## src/design/nia_pkg.sv

```systemverilog
// nia_pkg: constants and carrier types for the interrupt aggregator
package nia_pkg;

  // ------------------------------------------------------------
  // register offsets
  // ------------------------------------------------------------
  localparam logic [7:0] NIA_OFS_CSR       = 8'h04;
  localparam logic [7:0] NIA_OFS_SRC       = 8'h08;
  localparam logic [7:0] NIA_OFS_MASK      = 8'h0c;
  localparam logic [7:0] NIA_OFS_HW_SRC    = 8'h10;
  localparam logic [7:0] NIA_OFS_HW_MASK   = 8'h14;
  localparam logic [7:0] NIA_OFS_MIRROR1   = 8'h18;
  localparam logic [7:0] NIA_OFS_MIRROR2   = 8'h1c;
  localparam logic [7:0] NIA_OFS_MIRROR3   = 8'h20;
  localparam logic [7:0] NIA_OFS_ENTER     = 8'h24;
  localparam logic [7:0] NIA_OFS_LEAVE     = 8'h28;
  localparam logic [7:0] NIA_OFS_CTRL      = 8'h2c;

  // ------------------------------------------------------------
  // field positions
  // ------------------------------------------------------------
  localparam int NIA_SRC_HW_ERR   = 31;
  localparam int NIA_SRC_BURST    = 30;
  localparam int NIA_SRC_POLL     = 27;
  localparam int NIA_SRC_TWO_WIRE = 26;
  localparam int NIA_SRC_SW       = 25;
  localparam int NIA_SRC_TIMER    = 24;
  localparam int NIA_SRC_PHY      = 4;
  localparam int NIA_SRC_MAC      = 3;
  localparam int NIA_SRC_RX_DESC  = 2;
  localparam int NIA_SRC_TX_DESC  = 0;
  localparam int NIA_HW_TS_OVF    = 29;
  localparam int NIA_HW_SENSOR    = 28;
  localparam int NIA_HW_MASTER    = 27;
  localparam int NIA_HW_STATUS    = 26;
  localparam int NIA_HW_UNCORR    = 25;
  localparam int NIA_HW_INT_MODE  = 24;
  localparam int NIA_HW_MAC_PAR   = 3;
  localparam int NIA_HW_RXQ_PAR   = 2;
  localparam int NIA_HW_SEG_LEN   = 0;
  localparam int NIA_CSR_SW_SET   = 7;
  localparam int NIA_CSR_SW_CLR   = 6;
  localparam int NIA_CTRL_MASK    = 3;
  localparam int NIA_CTRL_STATUS  = 2;
  localparam int NIA_CTRL_LEAVE   = 1;
  localparam int NIA_CTRL_ENTER   = 0;

  // ------------------------------------------------------------
  // implemented bits and reset values
  // ------------------------------------------------------------
  localparam logic [31:0] NIA_SRC_VALID = 32'hcf00_001d;
  localparam logic [31:0] NIA_HW_VALID  = 32'h3f00_000d;
  localparam logic [31:0] NIA_RST_WORD  = 32'h0000_0000;

  // ------------------------------------------------------------
  // carrier types
  // ------------------------------------------------------------
  typedef struct packed {
    logic       rd;
    logic       wr;
    logic [7:0] addr;
    logic [31:0] wdata;
  } nia_req_t;

  typedef struct packed {
    logic status_burst_event;
    logic poller_check_event;
    logic two_wire_done_event;
    logic interrupt_timer_event;
  } nia_gen_ev_t;

  typedef struct packed {
    logic phy_event;
    logic mac_event;
    logic rx_descriptor_coding_error;
    logic async_tx_descriptor_coding_error;
  } nia_port_ev_t;

  typedef struct packed {
    logic timestamp_overflow;
    logic sensor_event;
    logic data_parity_error_flag;
    logic received_target_abort_flag;
    logic received_master_abort_flag;
    logic parity_error_flag;
    logic uncorrectable_link_error;
    logic internal_mode_error;
    logic mac_parity_fault;
    logic rxq_parity_fault;
    logic segmentation_length_mismatch;
  } nia_hw_ev_t;

endpackage

```

## src/design/nia_top.sv

```systemverilog
// nia_top: interrupt sources, masks, mirrors and service-mode control
//
// Operation
// - source bits read one while pending; writes ignored; cleared by reset
// - source bit 31 set while any enabled hardware-error bit is active
// - general bits 30 burst, 27 poller, 26 two-wire, 25 software, 24 timer
// - port bits 4 phy, 3 mac, 2 rx descriptor, 0 tx descriptor
// - mask bit one lets its source onto request line; resets zero
// - hardware-error bit 29 timestamp overflow, bit 28 sensor interrupt
// - hardware-error bit 27 on data parity, target or master abort
// - hardware-error bit 26 on any of four bus status flags
// - bit 25 uncorrectable link errors, bit 24 internal mode error
// - bit 3 mac parity, bit 2 rx queue parity, bit 0 length mismatch
// - hardware-error mask bit one enables error toward host line
// - mask bits of absent second mac stored but without effect
// - mirrors return source while request asserted, else zero; writes ignored
// - mirror one or two read with request asserted masks everything
// - mirror two read with request asserted also enters service mode
// - mirror three read always masks; service mode only if request asserted
// - enter register read sets service mode, masks, returns source
// - leave register read clears service mode, unmasks, returns source
// - control bit 3 reads mask flag, bit 2 service flag; rest zero
// - control bit 1 written one leaves service mode and unmasks unless bit 0 is also one
// - control bit 0 written one enters service mode and masks
// - csr bit 7 sets, bit 6 clears software interrupt; both ignored
`timescale 1ns/1ps

module nia_top
  import nia_pkg::*;
(
  // clock and resets
  input  wire logic         CLK_SYS,
  input  wire logic         RST_B,
  input  wire logic         SW_RST,
  // register port
  input  wire nia_req_t     REG_REQ,
  output logic [31:0]       REG_RDATA,
  output logic              REG_RVALID,
  // event sources
  input  wire nia_gen_ev_t  GEN_EVENTS,
  input  wire nia_port_ev_t PORT_EVENTS,
  input  wire nia_hw_ev_t   HW_EVENTS,
  // interrupt outputs
  output logic              IRQ_REQ,
  output logic              HOST_INT_B
);

  // ------------------------------------------------------------
  // decode
  // ------------------------------------------------------------
  function automatic logic hit(input nia_req_t r, input logic [7:0] ofs);
    hit = (r.addr == ofs);
  endfunction

  logic        rd_m1, rd_m2, rd_m3, rd_enter, rd_leave;
  logic        wr_csr, wr_mask, wr_hw_mask, wr_ctrl;
  logic [31:0] src_q, src_d;
  logic [31:0] hw_src_q, hw_src_d;
  logic [31:0] mask_q, hw_mask_q;
  logic        sw_q, isr_mask_q, isr_status_q, irq_d;
  logic        set_mask, set_status, release_svc;

  assign rd_m1      = REG_REQ.rd && hit(REG_REQ, NIA_OFS_MIRROR1);
  assign rd_m2      = REG_REQ.rd && hit(REG_REQ, NIA_OFS_MIRROR2);
  assign rd_m3      = REG_REQ.rd && hit(REG_REQ, NIA_OFS_MIRROR3);
  assign rd_enter   = REG_REQ.rd && hit(REG_REQ, NIA_OFS_ENTER);
  assign rd_leave   = REG_REQ.rd && hit(REG_REQ, NIA_OFS_LEAVE);
  assign wr_csr     = REG_REQ.wr && hit(REG_REQ, NIA_OFS_CSR);
  assign wr_mask    = REG_REQ.wr && hit(REG_REQ, NIA_OFS_MASK);
  assign wr_hw_mask = REG_REQ.wr && hit(REG_REQ, NIA_OFS_HW_MASK);
  assign wr_ctrl    = REG_REQ.wr && hit(REG_REQ, NIA_OFS_CTRL);

  // ------------------------------------------------------------
  // hardware-error source
  // ------------------------------------------------------------
  always_comb begin
    hw_src_d = NIA_RST_WORD;
    hw_src_d[NIA_HW_TS_OVF]   = HW_EVENTS.timestamp_overflow;
    hw_src_d[NIA_HW_SENSOR]   = HW_EVENTS.sensor_event;
    hw_src_d[NIA_HW_MASTER]   = HW_EVENTS.data_parity_error_flag
                              | HW_EVENTS.received_target_abort_flag
                              | HW_EVENTS.received_master_abort_flag;
    hw_src_d[NIA_HW_STATUS]   = HW_EVENTS.parity_error_flag
                              | HW_EVENTS.received_master_abort_flag
                              | HW_EVENTS.received_target_abort_flag
                              | HW_EVENTS.data_parity_error_flag;
    hw_src_d[NIA_HW_UNCORR]   = HW_EVENTS.uncorrectable_link_error;
    hw_src_d[NIA_HW_INT_MODE] = HW_EVENTS.internal_mode_error;
    hw_src_d[NIA_HW_MAC_PAR]  = HW_EVENTS.mac_parity_fault;
    hw_src_d[NIA_HW_RXQ_PAR]  = HW_EVENTS.rxq_parity_fault;
    hw_src_d[NIA_HW_SEG_LEN]  = HW_EVENTS.segmentation_length_mismatch;
  end

  // ------------------------------------------------------------
  // general and port source
  // ------------------------------------------------------------
  always_comb begin
    src_d = NIA_RST_WORD;
    src_d[NIA_SRC_HW_ERR]   =
      |(hw_src_d & hw_mask_q & NIA_HW_VALID);
    src_d[NIA_SRC_BURST]    = GEN_EVENTS.status_burst_event;
    src_d[NIA_SRC_POLL]     = GEN_EVENTS.poller_check_event;
    src_d[NIA_SRC_TWO_WIRE] = GEN_EVENTS.two_wire_done_event;
    src_d[NIA_SRC_SW]       = sw_q;
    src_d[NIA_SRC_TIMER]    = GEN_EVENTS.interrupt_timer_event;
    src_d[NIA_SRC_PHY]      = PORT_EVENTS.phy_event;
    src_d[NIA_SRC_MAC]      = PORT_EVENTS.mac_event;
    src_d[NIA_SRC_RX_DESC]  = PORT_EVENTS.rx_descriptor_coding_error;
    src_d[NIA_SRC_TX_DESC]  =
      PORT_EVENTS.async_tx_descriptor_coding_error;
  end

  // sources follow their events every cycle, never written
  always_ff @(posedge CLK_SYS or negedge RST_B) begin
    if (!RST_B) begin
      src_q    <= NIA_RST_WORD;
      hw_src_q <= NIA_RST_WORD;
    end else if (SW_RST) begin
      src_q    <= NIA_RST_WORD;
      hw_src_q <= NIA_RST_WORD;
    end else begin
      src_q    <= src_d;
      hw_src_q <= hw_src_d;
    end
  end

  // ------------------------------------------------------------
  // enable masks
  // ------------------------------------------------------------
  always_ff @(posedge CLK_SYS or negedge RST_B) begin
    if (!RST_B) begin
      mask_q    <= NIA_RST_WORD;
      hw_mask_q <= NIA_RST_WORD;
    end else if (SW_RST) begin
      mask_q    <= NIA_RST_WORD;
      hw_mask_q <= NIA_RST_WORD;
    end else begin
      if (wr_mask) begin
        mask_q <= REG_REQ.wdata;
      end
      if (wr_hw_mask) begin
        hw_mask_q <= REG_REQ.wdata;
      end
    end
  end

  // ------------------------------------------------------------
  // software interrupt request
  // ------------------------------------------------------------
  always_ff @(posedge CLK_SYS or negedge RST_B) begin
    if (!RST_B) begin
      sw_q <= 1'b0;
    end else if (SW_RST) begin
      sw_q <= 1'b0;
    end else if (wr_csr) begin
      unique case ({REG_REQ.wdata[NIA_CSR_SW_SET],
                    REG_REQ.wdata[NIA_CSR_SW_CLR]})
        2'b10: sw_q <= 1'b1;
        2'b01: sw_q <= 1'b0;
        2'b00,
        2'b11: sw_q <= sw_q;
      endcase
    end
  end

  // ------------------------------------------------------------
  // global mask and service mode
  // ------------------------------------------------------------
  assign set_mask    = ((rd_m1 || rd_m2) && IRQ_REQ)
                     || rd_m3 || rd_enter
                     || (wr_ctrl && REG_REQ.wdata[NIA_CTRL_ENTER]);
  assign set_status  = ((rd_m2 || rd_m3) && IRQ_REQ) || rd_enter
                     || (wr_ctrl && REG_REQ.wdata[NIA_CTRL_ENTER]);
  assign release_svc = rd_leave
                     || (wr_ctrl && REG_REQ.wdata[NIA_CTRL_LEAVE]);

  // entering wins over leaving when both arrive together
  always_ff @(posedge CLK_SYS or negedge RST_B) begin
    if (!RST_B) begin
      isr_mask_q   <= 1'b0;
      isr_status_q <= 1'b0;
    end else if (SW_RST) begin
      isr_mask_q   <= 1'b0;
      isr_status_q <= 1'b0;
    end else begin
      if (set_mask) begin
        isr_mask_q <= 1'b1;
      end else if (release_svc) begin
        isr_mask_q <= 1'b0;
      end
      if (set_status) begin
        isr_status_q <= 1'b1;
      end else if (release_svc) begin
        isr_status_q <= 1'b0;
      end
    end
  end

  // ------------------------------------------------------------
  // request line and host line
  // ------------------------------------------------------------
  always_comb begin
    irq_d = |(src_q & mask_q & NIA_SRC_VALID) && !isr_mask_q;
    if (set_mask || SW_RST) begin
      irq_d = 1'b0;
    end
  end

  always_ff @(posedge CLK_SYS or negedge RST_B) begin
    if (!RST_B) begin
      IRQ_REQ    <= 1'b0;
      HOST_INT_B <= 1'b1;
    end else begin
      IRQ_REQ    <= irq_d;
      HOST_INT_B <= !irq_d;
    end
  end

  // ------------------------------------------------------------
  // read data
  // ------------------------------------------------------------
  always_ff @(posedge CLK_SYS or negedge RST_B) begin
    if (!RST_B) begin
      REG_RDATA  <= NIA_RST_WORD;
      REG_RVALID <= 1'b0;
    end else begin
      REG_RVALID <= REG_REQ.rd;
      REG_RDATA  <= NIA_RST_WORD;
      if (REG_REQ.rd) begin
        unique case (REG_REQ.addr)
          NIA_OFS_CSR: begin
            REG_RDATA[NIA_CSR_SW_SET] <= sw_q;
            REG_RDATA[NIA_CSR_SW_CLR] <= !sw_q;
          end
          NIA_OFS_SRC:     REG_RDATA <= src_q;
          NIA_OFS_MASK:    REG_RDATA <= mask_q;
          NIA_OFS_HW_SRC:  REG_RDATA <= hw_src_q;
          NIA_OFS_HW_MASK: REG_RDATA <= hw_mask_q;
          NIA_OFS_MIRROR1,
          NIA_OFS_MIRROR2,
          NIA_OFS_MIRROR3: begin
            REG_RDATA <= IRQ_REQ ? src_q : NIA_RST_WORD;
          end
          NIA_OFS_ENTER:   REG_RDATA <= src_q;
          NIA_OFS_LEAVE:   REG_RDATA <= src_q;
          NIA_OFS_CTRL: begin
            REG_RDATA[NIA_CTRL_MASK]   <= isr_mask_q;
            REG_RDATA[NIA_CTRL_STATUS] <= isr_status_q;
          end
          default:         REG_RDATA <= NIA_RST_WORD;
        endcase
      end
    end
  end
endmodule // nia_top

```

## config.mk

```make
export PLATFORM = sky130hd
export DESIGN_NAME = nia_top
export DESIGN_NICKNAME = d
export VERILOG_FILES = /design/src/design/nia_pkg.sv /design/src/design/nia_top.sv
export SDC_FILE = /design/constraint.sdc
export NUM_CORES = 1
export LEC_CHECK = 0
export BUFFER_PORTS_ARGS = -buffer_cell sky130_fd_sc_hd__buf_2
export CAP_MARGIN = 15
export CORE_ASPECT_RATIO = 0.75
export CORE_UTILIZATION = 30
export CTS_CLUSTER_SIZE = 16
export DETAILED_ROUTE_END_ITERATION = 16
export GPL_TIMING_DRIVEN = 1
export HOLD_SLACK_MARGIN = 0.05
export PLACE_DENSITY = 0.48
export SETUP_SLACK_MARGIN = 0.1
export SYNTH_ARGS = -nofsm -noshare
export SYNTH_HDL_FRONTEND = slang
export SYNTH_SLANG_ARGS = --single-unit
export TNS_END_PERCENT = 5
```

## constraint.sdc

```tcl
create_clock -name CLK_SYS -period 1.55 [get_ports CLK_SYS]
set_clock_uncertainty 0.2 [all_clocks]
set_input_delay 0.2325 -clock CLK_SYS [delete_from_list [all_inputs] [get_ports CLK_SYS]]
set_output_delay 0.2325 -clock CLK_SYS [all_outputs]
set_load 0.01 [all_outputs]
```

==> impl_metrics.tcl <==
set metrics [dict create \
    outcome "complete, but fails checks" \
    violations "negative hold slack" \
    finalSetupTns_ns 0 \
    core-area_mm2 0.0170 \
    synthesis.area_mm2 0.00526 \
    antenna_found_initial 1 \
    avgViaCountPerCell 4.89 \
    dp_slack_ns -0.363 \
    min_period_ns 1.52 \
    drv_slew 0 \
    reg2reg_slack_ns 0.03 \
    ant_nets 0 \
    drive_gt1_share_pct 34.2 \
    fillers 1653 \
    wl_per_cell_um 17.0 \
    yosysSeqAreaShare_pct 57.6 \
    synth_commonest_cells "nand2_1 (132), dfrtp_1 (120), a21oi_1 (68)" \
    design_area_mm2 0.00796 \
    hold_path.class "in -> reg" \
    wl_um 16600 \
    grt_usage_pct 18.8 \
    synth-main-ff-cell "dfrtp_1" \
    maxCapViolCount 0 \
    hold_path_depth 3 \
    clkSinkCount 121 \
    die_width_um 155 \
    synth-seq-cells 121 \
    critPathMaxStageDelay_ns 0.41 \
    clkTransAtPathRegs_ns 0.06 \
    syn_inst 538 \
    power_leakage_uw 0.00342 \
    crit_path_max_fanout 2 \
    post-synth-top-count-cell "nand2_1" \
    critPathSlowestCell "dfrtp_1" \
    cts_buffers 17 \
    io_buffer_count 98 \
    dieArea_mm2 0.0181 \
    timing.rr.end "IRQ_REQ" \
    reg2reg_depth 4 \
    peakVddDrop_v 0.000584 \
    crit_chain "a22o_1 -> a221oi_2 -> a311oi_2 -> and3_1" \
    cp-start-kind "flop" \
    io_pins 99 \
    pwr_density_cell_mw_per_mm2 1000 \
    postPlaceCellArea_mm2 0.00644 \
    grt_max_degree 55 \
    min_period_over_period_pct 98.1 \
    cts_root_buffer "clkbuf_16" \
    grt-ovfl-total 0 \
    fin_hold_ws_ns -0.112 \
    worst-endpoint-arrival_ns 1.62 \
    grt_pass1_vias 4706 \
    initial_core_util_pct 31.0 \
    hold_end "hw_src_q[26]" \
    setup_slack_ns 0.0289 \
    maxSlewHeadroom_pct 75.6 \
    path_class "reg -> reg" \
    cts_buffer_depth 2 \
    dr.pass1.iters 5 \
    cp.required_ns 1.65 \
    place.gp.congestion 0.840 \
    async_flop_share_pct 100 \
    finalPower_uw 7990 \
    rows 41 \
    clk_latency_ns 0.42 \
    end_kind "flop" \
    dr.first_iter.drc_count 340 \
    place_hpwl_um 10500 \
    regArea_mm2 0.00303 \
    yosys-top-cells-area "dfrtp_1 (57%), nand2_1 (9.4%), a21oi_1 (6.5%)" \
    area_growth_pct 51.4 \
    synth-edff-count 0 \
    yosysTopAreaCellShare_pct 57.1 \
    hold_violations 1 \
    h-tree-depth 4 \
    max_freq_mhz 657 \
    tightest_slew_ns 0.363 \
    r2r_start "src_q[25]" \
    synth_area_per_cell_um2 9.78 \
    cts_tree "done" \
    setup_violations 0 \
    multi_input_area_mm2 0.00235 \
    rsz0062_at_grt "yes" \
    vias 4771 \
    yosys.area.top_type "dfrtp_1" \
    nNetsFinal 791 \
    hold_start "HW_EVENTS[6]" \
    syn-num-nets 603 \
    yosys_warnings 0 \
    synthDistinctLibCells 48 \
    die_h_um 117 \
    cts_hold_buf 54 \
    grt_pass1_wl_um 25500 \
    drcViolationCount 0 \
]
[final cells by class]
| cell class | count | area share (%) |
|---|---|---|
| multi-input combinational | 375 | 29.5 |
| inverter | 3 | 0.141 |
| sequential | 121 | 38.0 |
| clock buffer | 24 | 6.05 |
| clock inverter | 8 | 1.84 |
| tap | 236 | 3.71 |
| timing repair buffer | 208 | 20.7 |
| antenna | 1 | 0.0314 |
[per-stage QoR]
stage / util, % / std cells
finish: 46.9 / 976
global route: 46.9 / 976
detailed placement: 37.9 / 886
global placement: 37.9 / 886
floorplan: - / 538
CTS: 44.9 / 972
[state kept, by name, indices dropped and copies added, names as in the netlist]
register	count
HOST_INT_B	1
IRQ_REQ	1
REG_RDATA	32
REG_RVALID	1
hw_mask_q	32
hw_src_q	9
isr_mask_q	1
isr_status_q	1
mask_q	32
src_q	10
sw_q	1
[per-layer routing]
metal	vias up	track usage, %	routed length, um
met5	-	0	0
met3	8	4.86	901
met4	0	5.81	101
li1	2261	-	-
met1	2362	26.2	8130
met2	140	28.8	7450
[worst max path at each step]
stage	startpoint	end	slack (ns)	cells after the start
2_1_floorplan	REG_REQ[35]	isr_status_q	-0.20	5
3_3_place_gp	REG_REQ[37]	mask_q[27]	-0.36	8
3_5_place_dp	REG_REQ[36]	REG_RDATA[30]	-0.36	6
4_1_cts	src_q[25]	IRQ_REQ	0.02	4
5_1_grt	src_q[25]	IRQ_REQ	-0.007	4
6_report	src_q[25]	IRQ_REQ	0.03	4
[cell usage in the layout (no fill, tap or decap), types with 8 or more instances in the layout]
| master | Yosys | final |
|---|---|---|
| mux2_2 | 9 | 9 |
| dlygate4sd3_1 | 0 | 54 |
| a22oi_2 | 0 | 17 |
| a31oi_1 | 9 | 8 |
| a21oi_1 | 68 | 57 |
| nand2_1 | 132 | 128 |
| a22oi_1 | 29 | 12 |
| clkbuf_16 | 0 | 18 |
| nand3_1 | 14 | 13 |
| buf_12 | 0 | 10 |
| buf_2 | 17 | 92 |
| nor2_1 | 27 | 26 |
| buf_6 | 0 | 8 |
| a21oi_2 | 0 | 11 |
| buf_4 | 3 | 42 |
| dfrtp_1 | 120 | 120 |
| nor2b_1 | 19 | 19 |
[critical path: cells and delay by family (launching register included)]
family / cells / cell delay, ns
flip-flops: 1 / 0.41
AND/OR/NAND/NOR: 1 / 0.17
AO/OA/AOI/OAI: 3 / 0.62
[report_power, final]
| part | leakage (uW) | internal, uW | total (uW) | switching, uW |
|---|---|---|---|---|
| Sequential | 0.00166 | 3190 | 3210 | 17.8 |
| Clock | 0.000304 | 2810 | 4210 | 1400 |
| Combinational | 0.00145 | 281 | 570 | 290 |
| Total | 0.00342 | 6280 | 7990 | 1700 |
[timing repair]
item	in CTS	in global routing
gates resized for setup	3	65
endpoints found under the setup margin	14	101
setup buffers	0	1
pin swaps	2	47
gates cloned	0	2
hold endpoints to repair	209	13
[logic make-up after synthesis]
family                   Yosys count  synth area share (%)
AND/OR/NAND/NOR                  229                  20.3
AO/OA/AOI/OAI                    131                  15.5
flip-flops                       121                  57.6
buffers and inverters             43                  3.69
multiplexers                      13                  2.69
adder cells (fa/ha/maj)            1                 0.238
Note: power is estimated with default switching activity, not from simulation.
